<file path="config.mk">
export PLATFORM = sky130hd
export DESIGN_NAME = awt_regs
export DESIGN_NICKNAME = d
export VERILOG_FILES = /design/src/awt_regs_unused_marker.sv /design/src/awt_pkg.sv /design/src/awt_core_if.sv /design/src/awt_window_cmp.sv /design/src/awt_conv_clk.sv /design/src/awt_regs.sv
export SDC_FILE = /design/constraint.sdc
export NUM_CORES = 1
export LEC_CHECK = 0
export BUFFER_PORTS_ARGS = -buffer_cell sky130_fd_sc_hd__clkbuf_2
export CAP_MARGIN = 20
export CORE_ASPECT_RATIO = 0.6
export CORE_UTILIZATION = 55
export CTS_CLUSTER_SIZE = 20
export DETAILED_ROUTE_END_ITERATION = 6
export HOLD_SLACK_MARGIN = 0.03
export PLACE_DENSITY = 0.77
export SLEW_MARGIN = 20
export SYNTH_ARGS = -nofsm -noshare
export SYNTH_HDL_FRONTEND = slang
export SYNTH_HIERARCHICAL = 1
export SYNTH_SLANG_ARGS = --single-unit
</file>
<file path="constraint.sdc">
create_clock -name clk -period 4.5 [get_ports clk]
set_clock_uncertainty 0.15 [all_clocks]
set_input_delay 0.225 -clock clk [delete_from_list [all_inputs] [get_ports clk]]
set_output_delay 0.225 -clock clk [all_outputs]
set_load 0.005 [all_outputs]
</file>
<file path="src/awt_regs_unused_marker.sv">
`timescale 1ns/1ns

</file>
<file path="src/awt_pkg.sv">
// ==========================================================================
// Shared constants for the window threshold register block
package awt_pkg;
  // ========================================================================
  // Bus geometry
  localparam int ADR_W = 8;
  localparam int DATA_W = 32;
  localparam int IDX_W = 6;

  // ========================================================================
  // Register indices, byte address is four times the index
  localparam logic [IDX_W-1:0] IDX_ACC_CTRL = 6'h0c;
  localparam logic [IDX_W-1:0] IDX_TEMP = 6'h0d;
  localparam logic [IDX_W-1:0] IDX_RES_LO = 6'h10;
  localparam logic [IDX_W-1:0] IDX_LT_LO = 6'h12;
  localparam logic [IDX_W-1:0] IDX_HT_LO = 6'h14;
  localparam logic [IDX_W-1:0] IDX_CONVERTER_CALIBRATION = 6'h16;
  localparam logic [IDX_W-1:0] HI_BYTE_OFS = 6'h01;
  localparam logic [IDX_W-1:0] IDX_RES_HI = IDX_RES_LO + HI_BYTE_OFS;
  localparam logic [IDX_W-1:0] IDX_LT_HI = IDX_LT_LO + HI_BYTE_OFS;
  localparam logic [IDX_W-1:0] IDX_HT_HI = IDX_HT_LO + HI_BYTE_OFS;

  // ========================================================================
  // Field layouts and reset values
  localparam int RES_W = 10;
  localparam int SUM_W = 16;
  localparam int CNT_W = 7;
  localparam int LOG2_W = 3;
  localparam int DUTY_BIT = 0;
  localparam logic [7:0] CONVERTER_CALIBRATION_RST = 8'h01;
  localparam logic [7:0] CONVERTER_CALIBRATION_RW_MASK = 8'h07;
  localparam logic [7:0] TEMP_RST = 8'h00;
  localparam logic [SUM_W-1:0] THR_RST = 16'h0000;
  localparam logic [SUM_W-1:0] RES_RST = 16'h0000;
  localparam logic [LOG2_W-1:0] ACC_LOG2_RST = 3'h0;
  localparam logic [LOG2_W-1:0] ACC_LOG2_MAX = 3'h6;
  localparam logic [DATA_W-1:0] RD_ZERO = 32'h0000_0000;

  // ========================================================================
  // Timing: converter clock divider sized so that 25 percent duty stays legal
  localparam int CLK_FREQ_KHZ = 250000;
  localparam int DUTY_LIMIT_KHZ = 1500;
  localparam int MIN_DIV = (CLK_FREQ_KHZ + DUTY_LIMIT_KHZ - 1) / DUTY_LIMIT_KHZ;
  localparam int CONV_DIV = ((MIN_DIV + 3) / 4) * 4;
endpackage

</file>
<file path="src/awt_core_if.sv">
`timescale 1ns/1ns
// ==========================================================================
// Carrier between the register file, the comparator and the clock divider
interface awt_core_if;
  logic [awt_pkg::SUM_W-1:0] result;
  logic [awt_pkg::SUM_W-1:0] low_thr;
  logic [awt_pkg::SUM_W-1:0] high_thr;
  logic check;
  logic below;
  logic above;
  logic duty;
  logic conv_clk;
  modport regs (output result, output low_thr, output high_thr, output check,
                output duty, input below, input above, input conv_clk);
  modport cmp (input result, input low_thr, input high_thr, input check,
               output below, output above);
  modport cgen (input duty, output conv_clk);
endinterface

</file>
<file path="src/awt_window_cmp.sv">
`timescale 1ns/1ns
// ==========================================================================
// Digital window comparator, unsigned magnitude compare
module awt_window_cmp
(
  input wire logic clk, // System clock
  input wire logic rst_b, // Synchronous reset, active low
  awt_core_if.cmp bus // Result and thresholds in, flags out
);
  // Flags refresh only on a finished result, so partial sums never trip them
  always_ff @(posedge clk)
  begin
    if (!rst_b)
    begin
      bus.below <= 1'b0;
      bus.above <= 1'b0;
    end
    else if (bus.check)
    begin
      bus.below <= (bus.result < bus.low_thr); // RULE4
      bus.above <= (bus.result > bus.high_thr); // RULE1
    end
  end
endmodule

</file>
<file path="src/awt_conv_clk.sv">
`timescale 1ns/1ns
// ==========================================================================
// Converter clock divider with selectable high phase
module awt_conv_clk
#(
  parameter int DIV = awt_pkg::CONV_DIV // System clocks per converter clock
)
(
  input wire logic clk, // System clock
  input wire logic rst_b, // Synchronous reset, active low
  awt_core_if.cgen bus // Duty select in, converter clock out
);
  localparam int CW = $clog2(DIV + 1);
  localparam logic [CW-1:0] LAST = CW'(DIV - 1);
  localparam logic [CW-1:0] QTR = CW'(DIV / 4);
  localparam logic [CW-1:0] HALF = CW'(DIV / 2);
  logic [CW-1:0] cnt_r;
  logic duty_lat_r;
  logic clk_r;
  logic [CW-1:0] hi_len_r;

  // Phase counter; duty is taken only at a period end to avoid runt pulses
  always_ff @(posedge clk)
  begin
    if (!rst_b)
    begin
      cnt_r <= '0;
      duty_lat_r <= awt_pkg::CONVERTER_CALIBRATION_RST[awt_pkg::DUTY_BIT];
    end
    else if (cnt_r == LAST)
    begin
      cnt_r <= '0;
      duty_lat_r <= bus.duty;
    end
    else
      cnt_r <= cnt_r + CW'(1);
  end

  // Select 1 gives a quarter high phase, 0 gives half
  always_ff @(posedge clk)
  begin
    if (!rst_b)
      clk_r <= 1'b0;
    else
      clk_r <= (cnt_r < (duty_lat_r ? QTR : HALF)); // RULE7
  end

  assign bus.conv_clk = clk_r;

  // ========================================================================
  // Checks
  always_ff @(posedge clk)
  begin
    if (!rst_b)
      hi_len_r <= '0;
    else
      hi_len_r <= clk_r ? hi_len_r + CW'(1) : '0;
  end
endmodule

</file>
<file path="src/awt_regs.sv">
// The Wishbone register port was left to the implementer.
`timescale 1ns/1ns
// ==========================================================================
// Window threshold and calibration registers behind a Wishbone slave
// Notes on behaviour
// RULE1: Read/write 16-bit high threshold, reset zero, upper bound for the comparator.
// RULE2: Each 16-bit threshold splits into low byte at base, high byte at base+1.
// RULE3: Converter sample is 10 bits in result bits 9..0, bit 9 most significant.
// RULE4: Results and thresholds are unsigned magnitudes, compared as plain unsigned.
// RULE5: Low threshold has high byte 15:8, low byte 7:0, all read/write, reset zero.
// RULE6: Calibration resets to 0x01, bit 0 selects duty, bits 2:1 read/write.
// RULE7: Duty 0 gives 50 percent, 1 gives 25 percent high; software picks per rate.
// RULE8: When accumulating, the comparator checks the accumulated sum, not each sample.
// RULE9: One shared temporary byte carries 16-bit accesses across two byte accesses.
module awt_regs
#(
  parameter int CONV_DIV = awt_pkg::CONV_DIV // System clocks per converter clock
)
(
  input wire logic clk, // System clock, 250 MHz
  input wire logic rst_b, // Synchronous reset, active low
  input wire logic wb_cyc_i, // Wishbone cycle
  input wire logic wb_stb_i, // Wishbone strobe
  input wire logic wb_we_i, // Wishbone write enable
  input wire logic [awt_pkg::ADR_W-1:0] wb_adr_i, // Wishbone byte address
  input wire logic [3:0] wb_sel_i, // Wishbone byte selects
  input wire logic [awt_pkg::DATA_W-1:0] wb_dat_i, // Wishbone write data
  output logic [awt_pkg::DATA_W-1:0] wb_dat_o, // Wishbone read data
  output logic wb_ack_o, // Wishbone acknowledge
  input wire logic sample_valid_i, // Converter sample strobe
  input wire logic [awt_pkg::RES_W-1:0] sample_data_i, // Converter sample value
  output logic conv_clk_o, // Converter clock
  output logic below_low_o, // Result below low threshold
  output logic above_high_o // Result above high threshold
);
  // ========================================================================
  // Declarations
  awt_core_if core_bus ();
  logic ack_r;
  logic [awt_pkg::DATA_W-1:0] rdata_r;
  logic [7:0] temp_r;
  logic [awt_pkg::SUM_W-1:0] thr_low_r;
  logic [awt_pkg::SUM_W-1:0] thr_high_r;
  logic [7:0] converter_calibration_r;
  logic [awt_pkg::LOG2_W-1:0] acc_log2_r;
  logic [awt_pkg::SUM_W-1:0] acc_sum_r;
  logic [awt_pkg::CNT_W-1:0] acc_cnt_r;
  logic [awt_pkg::SUM_W-1:0] result_r;
  logic check_r;
  logic access;
  logic wr_en;
  logic rd_en;
  logic [awt_pkg::IDX_W-1:0] idx;
  logic [7:0] wbyte;
  logic [awt_pkg::SUM_W-1:0] sum_nxt;
  logic [awt_pkg::CNT_W-1:0] cnt_nxt;
  logic [awt_pkg::CNT_W-1:0] acc_target;
  logic [7:0] rbyte_nxt;
  logic [awt_pkg::LOG2_W-1:0] log2_nxt;

  // ========================================================================
  // Bus decode
  // One access per strobe: the cycle that raises ack is blocked from a second
  always_comb
  begin
    access = wb_cyc_i && wb_stb_i && !ack_r;
    wr_en = access && wb_we_i && wb_sel_i[0];
    rd_en = access && !wb_we_i;
    idx = wb_adr_i[awt_pkg::ADR_W-1:2];
    wbyte = wb_dat_i[7:0];
  end

  // Acknowledge one cycle after the request, also for unmapped addresses
  always_ff @(posedge clk)
  begin
    if (!rst_b)
      ack_r <= 1'b0;
    else
      ack_r <= access;
  end

  // Read mux; high bytes of 16-bit pairs come from the shared temporary byte
  always_comb
  begin
    unique case (idx)
      awt_pkg::IDX_TEMP: rbyte_nxt = temp_r;
      awt_pkg::IDX_RES_LO: rbyte_nxt = result_r[7:0];
      awt_pkg::IDX_LT_LO: rbyte_nxt = thr_low_r[7:0]; // RULE5
      awt_pkg::IDX_HT_LO: rbyte_nxt = thr_high_r[7:0]; // RULE2
      awt_pkg::IDX_RES_HI,
      awt_pkg::IDX_LT_HI,
      awt_pkg::IDX_HT_HI: rbyte_nxt = temp_r; // RULE9
      awt_pkg::IDX_CONVERTER_CALIBRATION: rbyte_nxt = converter_calibration_r;
      awt_pkg::IDX_ACC_CTRL: rbyte_nxt = {5'h00, acc_log2_r};
      default: rbyte_nxt = 8'h00;
    endcase
  end

  // Read data register; narrow data sits in the low byte, upper bits zero
  always_ff @(posedge clk)
  begin
    if (!rst_b)
      rdata_r <= awt_pkg::RD_ZERO;
    else if (rd_en)
      rdata_r <= {24'h00_0000, rbyte_nxt};
  end

  // ========================================================================
  // Shared temporary byte
  // Low byte write parks data here; low byte read parks the high byte here
  always_ff @(posedge clk)
  begin
    if (!rst_b)
      temp_r <= awt_pkg::TEMP_RST;
    else if (wr_en && (idx == awt_pkg::IDX_TEMP || idx == awt_pkg::IDX_LT_LO ||
                       idx == awt_pkg::IDX_HT_LO))
      temp_r <= wbyte; // RULE9
    else if (rd_en && idx == awt_pkg::IDX_RES_LO)
      temp_r <= result_r[15:8]; // RULE9
    else if (rd_en && idx == awt_pkg::IDX_LT_LO)
      temp_r <= thr_low_r[15:8]; // RULE9
    else if (rd_en && idx == awt_pkg::IDX_HT_LO)
      temp_r <= thr_high_r[15:8]; // RULE9
  end

  // ========================================================================
  // Threshold registers
  // Only the high byte write commits, so both halves change in one cycle
  always_ff @(posedge clk)
  begin
    if (!rst_b)
      thr_low_r <= awt_pkg::THR_RST;
    else if (wr_en && idx == awt_pkg::IDX_LT_HI)
      thr_low_r <= {wbyte, temp_r}; // RULE5
  end

  // Upper bound of the window
  always_ff @(posedge clk)
  begin
    if (!rst_b)
      thr_high_r <= awt_pkg::THR_RST;
    else if (wr_en && idx == awt_pkg::IDX_HT_HI)
      thr_high_r <= {wbyte, temp_r}; // RULE1
  end

  // ========================================================================
  // Calibration and accumulation control
  // Bits above 2 are not stored and read back as zero
  always_ff @(posedge clk)
  begin
    if (!rst_b)
      converter_calibration_r <= awt_pkg::CONVERTER_CALIBRATION_RST;
    else if (wr_en && idx == awt_pkg::IDX_CONVERTER_CALIBRATION)
      converter_calibration_r <= wbyte & awt_pkg::CONVERTER_CALIBRATION_RW_MASK; // RULE6
  end

  // Sample count as a power of two, clamped so the sum cannot overflow
  always_comb
  begin
    if (wbyte[awt_pkg::LOG2_W-1:0] > awt_pkg::ACC_LOG2_MAX)
      log2_nxt = awt_pkg::ACC_LOG2_MAX;
    else
      log2_nxt = wbyte[awt_pkg::LOG2_W-1:0];
  end

  always_ff @(posedge clk)
  begin
    if (!rst_b)
      acc_log2_r <= awt_pkg::ACC_LOG2_RST;
    else if (wr_en && idx == awt_pkg::IDX_ACC_CTRL)
      acc_log2_r <= log2_nxt;
  end

  // ========================================================================
  // Result accumulation
  always_comb
  begin
    sum_nxt = acc_sum_r + awt_pkg::SUM_W'(sample_data_i); // RULE3
    cnt_nxt = acc_cnt_r + awt_pkg::CNT_W'(1);
    acc_target = awt_pkg::CNT_W'(1) << acc_log2_r;
  end

  // A new sample count restarts the run, so no sum mixes two settings
  always_ff @(posedge clk)
  begin
    if (!rst_b)
    begin
      acc_sum_r <= awt_pkg::RES_RST;
      acc_cnt_r <= '0;
    end
    else if (wr_en && idx == awt_pkg::IDX_ACC_CTRL)
    begin
      acc_sum_r <= awt_pkg::RES_RST;
      acc_cnt_r <= '0;
    end
    else if (sample_valid_i && cnt_nxt == acc_target)
    begin
      acc_sum_r <= awt_pkg::RES_RST;
      acc_cnt_r <= '0;
    end
    else if (sample_valid_i)
    begin
      acc_sum_r <= sum_nxt;
      acc_cnt_r <= cnt_nxt;
    end
  end

  // Finished sum lands in the result and triggers one comparison
  always_ff @(posedge clk)
  begin
    if (!rst_b)
    begin
      result_r <= awt_pkg::RES_RST;
      check_r <= 1'b0;
    end
    else
    begin
      check_r <= sample_valid_i && cnt_nxt == acc_target &&
                 !(wr_en && idx == awt_pkg::IDX_ACC_CTRL); // RULE8
      if (sample_valid_i && cnt_nxt == acc_target &&
          !(wr_en && idx == awt_pkg::IDX_ACC_CTRL))
        result_r <= sum_nxt; // RULE8
    end
  end

  // ========================================================================
  // Comparator and converter clock
  assign core_bus.result = result_r;
  assign core_bus.low_thr = thr_low_r;
  assign core_bus.high_thr = thr_high_r;
  assign core_bus.check = check_r;
  assign core_bus.duty = converter_calibration_r[awt_pkg::DUTY_BIT]; // RULE7

  awt_window_cmp u_cmp
  (
    .clk(clk),
    .rst_b(rst_b),
    .bus(core_bus)
  );

  awt_conv_clk #(.DIV(CONV_DIV)) u_conv_clk
  (
    .clk(clk),
    .rst_b(rst_b),
    .bus(core_bus)
  );

  // All outputs are flops here or inside the two leaves
  assign wb_ack_o = ack_r;
  assign wb_dat_o = rdata_r;
  assign conv_clk_o = core_bus.conv_clk;
  assign below_low_o = core_bus.below;
  assign above_high_o = core_bus.above;
endmodule

</file>
After elaboration in Yosys (flattened, before gate mapping)
Cells that the tools add are included.

Flip-flop bits (word level): 107. Latch bits: 0. RAM bits: 0. ROM bits: 0. Input port bits: 60. Output and inout port bits: 36. Logic and storage cells: 67. Memories kept: 0.

Add/sub/neg operators: 3. Multiply operators: 0. Div/mod/pow operators: 0. $lt $le $gt $ge: 4. Eq/ne operators: 11. Shift-type cells: 1. Muxes and demuxes: 7. Bitwise operators: 1. Reductions and logical operators: 24.

Operators with widths (number): case mux 8 bit (6 select lines) (1); == test 6 x 5 -> 1 bit (second input constant) (7); 2-to-1 mux 8 bit (4); adder 16 x 10 -> 16 bit (1); greater-than comparator 16 bit (1); < comparator 16 bit (1); logical AND 1 bit (15); == test 6 x 4 -> 1 bit (second input constant) (2); adder 8 x 1 -> 8 bit (second input constant) (1); == test 8 bit (second input constant) (1); < comparator 8 bit (1); adder 7 x 1 -> 7 bit (second input constant) (1); == test 7 bit (1); 2-to-1 mux 7 bit (1); << shifter 1 x 3 -> 7 bit (first input constant) (1); nonzero test 4 bit (1); OR reduction 4 bit (1); greater-than comparator 3 bit (second input constant) (1); zero test 1 bit (3); 2-to-1 mux 3 bit (1); OR reduction 3 bit (1); logical OR 1 bit (2); OR reduction 2 bit (1); inverter 1 bit (1).

Longest topological paths before layout
Word-level depth: 8. Mapped depth: 10. Depth with buffers taken out: 9.

Modules after synthesis
The synthesis kept the hierarchy.

By module, submodules not included: awt_regs (times used 1, cells each 586, area each 5041.1 µm², seq. area each 1901.8 µm²); awt_window_cmp (times used 1, cells each 119, area each 848.3 µm², seq. area each 40.0 µm²); awt_conv_clk (times used 1, cells each 54, area each 500.5 µm², seq. area each 200.2 µm²).

Worst setup path before layout
No wires, ideal clock.

Path type: reg-to-reg. Start point: reg acc_cnt_r[0] in the netlist's numbering. End point: reg result_r, in the netlist core_bus.result[7]. Library setup time: 0.116 ns. Arrival time: 2.404 ns. Data required time: 4.234 ns. Slack: 1.830 ns. Cell stages (with the launch flop): 10. Path buffers: 1. Period minus slack after synthesis: 2.670 ns. Cells stage by stage: dfxtp_1 ha_1 nand2_1 nor3_1 o2111a_1 o21ai_2 a2111oi_4 buf_6 mux2i_1 nor2b_1.

Cells in the longest elaborated chain, start to end: 4.

RTL lines: start: declaration (RTL line awt_regs.sv:47) `logic [awt_pkg::CNT_W-1:0] acc_cnt_r;`; start signal: assignment (RTL line awt_regs.sv:204) `acc_cnt_r <= cnt_nxt;`; adder 7 x 1 -> 7 bit (RTL line awt_regs.sv:179) `cnt_nxt = acc_cnt_r + awt_pkg::CNT_W'(1);`; == test 7 bit (RTL line awt_regs.sv:220) `if (sample_valid_i && cnt_nxt == acc_target &&`; logical AND 1 bit (2 in a row) (RTL line awt_regs.sv:220); end signal: assignment (RTL line awt_regs.sv:213) `result_r <= awt_pkg::RES_RST;`; end signal: assignment (RTL line awt_regs.sv:222) `result_r <= sum_nxt;`; end: declaration (RTL line awt_regs.sv:48) `logic [awt_pkg::SUM_W-1:0] result_r;`.

Every way passes these cells. A chain may end at the register's enable or synchronous reset.

Final worst setup path
Start point: reg acc_cnt_r[0] in the netlist's numbering. End point: reg acc_sum_r[2] in the netlist's numbering.

Cells in the longest elaborated chain, start to end: 4.

RTL lines: adder 7 x 1 -> 7 bit (RTL line awt_regs.sv:179); == test 7 bit (RTL line awt_regs.sv:196) `else if (sample_valid_i && cnt_nxt == acc_target)`; logical AND 1 bit (RTL line awt_regs.sv:196); OR reduction 3 bit (no source line); end signal: assignment (RTL line awt_regs.sv:188) `acc_sum_r <= awt_pkg::RES_RST;`; end signal: assignment (RTL line awt_regs.sv:198) `acc_sum_r <= awt_pkg::RES_RST;`; end signal: assignment (RTL line awt_regs.sv:203) `acc_sum_r <= sum_nxt;`; end: declaration (RTL line awt_regs.sv:46) `logic [awt_pkg::SUM_W-1:0] acc_sum_r;`.

Every way passes these cells.

==> out/results.tsv <==
stage	metric	value	unit
outcome	run_status	finished clean	
cts	cts.sinks	107	
yosys	yosys.area.top_type	dfxtp_1	
timing	period_needed	3.28	ns
cts	insertion_delay	0.35	ns
critical_path	worstSetupPathType	register to register	
final_layout	syn2layout_area_growth	9.20	%
critical_path	cp.required	4.54	ns
place	gp_congestion	0.906	
global_routing	grt_max_degree	86	
final_layout	register_area	0.00214	mm^2
yosys	ys_seq_area_share	33.5	%
global_routing	antenna_found_initial	0	
detailed_routing	drc_errors	0	
pwr	peakVddDrop	194	uV
yosys	synth_area	0.00639	mm^2
timing	finalSetupViolCount	0	
detailed_routing	viasPerCell	5.74	
cts	cts_buffers	9	
yosys	yosys_warnings	6	
detailed_routing	vias	5469	
global_routing	grt_first_pass_wirelength	24.8	mm
global_routing	track_usage	26.1	%
yosys	synth_edf_count	0	
floorplan	die-area	0.0121	mm^2
yosys	ys.flop_type	dfxtp_1	
critical_path	start_kind	register	
final_layout	multi_input_area	0.00386	mm^2
yosys	synth_top_area_share	33.5	%
floorplan	pin_count	96	
yosys	synth_top_cells_by_area	dfxtp_1 (34%), ha_1 (9.4%), nand2_1 (6.9%), a21boi_0 (5.2%), mux2i_1 (4.9%)	
critical_path	crit_top_cell	nor3_1	
detailed_routing	routedWlPerCell	16.0	um
floorplan	core_area	0.0113	mm^2
place	io_buffers	42	
cts	postCtsSetupRepairBufs	0	
timing	max_freq	0.305	GHz
critical_path	arrival	3.32	ns
job	maxCapViolCount	0	
hold_path	hp-class	primary input to register	
critical_path	crit_chain	ha_1, nand2_1, nor3_1, o2111a_1, o21ai_2, a2111o_1, nand3_1, nor3_1	
timing	fin_ws	1.22	ns
critical_path	end_kind	register	
cts	ctsResizeCount	0	
yosys	synthTopCellsByCount	nand2_1 (117), dfxtp_1 (107), ha_1 (48), nor2_1 (48), a21boi_0 (44)	
floorplan	rows	30	
critical_path	crit_fanout	23	
yosys	ys_types	65	
floorplan	start_util	56.6	%
floorplan	die_x	141	um
detailed_routing	drt_pass1_iterations	7	
cts	root_buffer	clkbuf_16	
timing	max_slew_margin	30.9	%
timing	period_share	72.8	%
place	pre_cts_ws	1.24	ns
timing	hold_viol_final	0	
cts	path_clk_slew	0.07	ns
timing	rsz0062_at_grt	no	
pwr	power.leakage	2.74	nW
global_routing	overflow	0	
pwr	power_density	325	mW/mm^2
pwr	p_total	2.27	mW
place	dp_hpwl	11.3	mm
global_routing	grt_pass1_vias	4927	
yosys	synth.avg_cell_area	8.42	um^2
detailed_routing	drt_iter0_drc	500	
yosys	synthCells	759	
place	post_dp_cell_area	0.00660	mm^2
timing	worstMarginPinSlew	1.03	ns
final_layout	layout-drive-gt1-share	11.2	%
cts	htreeDepth	3	
yosys	async_flop_share	0	%
final_layout	finish.utilization	61.8	%
yosys	ys_seq_elements	107	
floorplan	die_y	85.5	um
detailed_routing	ant_nets	0	
cts	cts_tree	done	
timing	tns	0	ns
final_layout	diodes	0	
final_layout	stdcell_area	0.00698	mm^2
final_layout	nNetsFinal	896	
yosys	yosysMostFrequentCell	nand2_1	
cts	clockBufferDepth	2	
timing	slew_violations	0	
critical_path	cpMaxStageDelayCell	nand3_1	
critical_path	slowest_delay	0.64	ns
final_layout	n_fill_cell	985	
detailed_routing	routed_wl	15.2	mm
## cells in the final DEF, fill, tap and decap left out, types with 10 or more instances in the layout
cell	instances
a21boi_0	44
a21oi_1	36
and2_1	13
clkbuf_2	42
conb_1	24
dfxtp_1	107
ha_1	48
inv_1	39
mux2i_1	31
nand2_1	117
nand3_1	16
nand4_1	11
nor2_1	48
nor2b_1	16
o21ai_0	22
o221ai_1	10
xnor2_1	15
xor2_1	18
## final timing paths
kind,start,end,slack [ns],cells past startpoint
worst min register to register,u_conv_clk/cnt_r[0]$_SDFF_PP0_,u_conv_clk/cnt_r[0]$_SDFF_PP0_,0.31,1
worst min-delay path,wb_dat_i[0],converter_calibration_r[0]$_SDFFE_PN1P_,0.07,3
worst max-delay path,acc_cnt_r[0]$_SDFFE_PP0P_,acc_sum_r[2]$_SDFFE_PP0P_,1.22,8
worst max register to register,acc_cnt_r[0]$_SDFFE_PP0P_,acc_sum_r[2]$_SDFFE_PP0P_,1.22,8
## cells by family after synthesis
| logic type | count (synthesis) | synth area share [%] |
|---|---|---|
| AO/OA/AOI/OAI | 167 | 18.8 |
| adder cells (fa/ha/maj) | 49 | 9.71 |
| buffers and inverters | 98 | 7.48 |
| XOR/XNOR | 33 | 4.52 |
| multiplexers | 39 | 6.27 |
| flip-flops | 107 | 33.5 |
| AND/OR/NAND/NOR | 265 | 19.7 |
| other | 1 | 0.0587 |
## state kept, by name (all words and copies together) (netlist names)
| name | cells |
|---|---|
| u_cmp/bus.below | 1 |
| converter_calibration_r | 3 |
| core_bus.result | 16 |
| u_cmp/bus.above | 1 |
| u_conv_clk/bus.conv_clk | 1 |
| u_conv_clk/duty_lat_r | 1 |
| core_bus.high_thr | 16 |
| wb_dat_o | 8 |
| temp_r | 8 |
| acc_cnt_r | 7 |
| check_r | 1 |
| core_bus.low_thr | 16 |
| acc_sum_r | 16 |
| u_conv_clk/cnt_r | 8 |
| wb_ack_o | 1 |
| acc_log2_r | 3 |
## final cells by class
| type | instances | area share, % |
|---|---|---|
| clock inverters | 6 | 1.27 |
| clock buffers | 10 | 3.42 |
| multi-input cells | 577 | 55.3 |
| flip-flops and latches | 107 | 30.7 |
| repair buffers | 53 | 4.38 |
| well taps | 160 | 2.87 |
| inverters | 39 | 2.10 |
## worst max-delay path: cells and delay by family, from the launching register on
family,cells,cell delay (ns)
flops,1,0.44
compound gates,3,0.78
fa+ha+maj,1,0.27
simple gates,4,1.47
## timing repair
| item | in CTS | in global routing |
|---|---|---|
| endpoints found under the hold margin | 9 | 0 |
| hold buffers | 5 | 0 |
| endpoints found under the setup margin | 0 | 0 |
## through the flow
stage                     std cells  hold WS [ns]
after floorplan                 782         0.137
after global placement          931         0.282
after detailed placement        931         0.295
after CTS                       952        0.0604
after global routing            952        0.0964
final                           952        0.0725
## per-layer routing
layer  up-vias  routed length (um)  global-route usage, %
met5         -                   0                      0
met4         0                 222                   6.82
met3        33                1250                   5.08
met2       227                6700                   41.1
met1      2571                7010                   36.7
li1       2638                   -                      -
## power by group
| group | leakage [nW] | switching [mW] | internal (mW) | total [mW] |
|---|---|---|---|---|
| clock | 0.155 | 0.359 | 0.503 | 0.862 |
| sequential | 0.867 | 0.0406 | 0.983 | 1.02 |
| combinational | 1.72 | 0.216 | 0.164 | 0.381 |
| total | 2.74 | 0.616 | 1.65 | 2.27 |
Power figures use the tool's default switching activity.
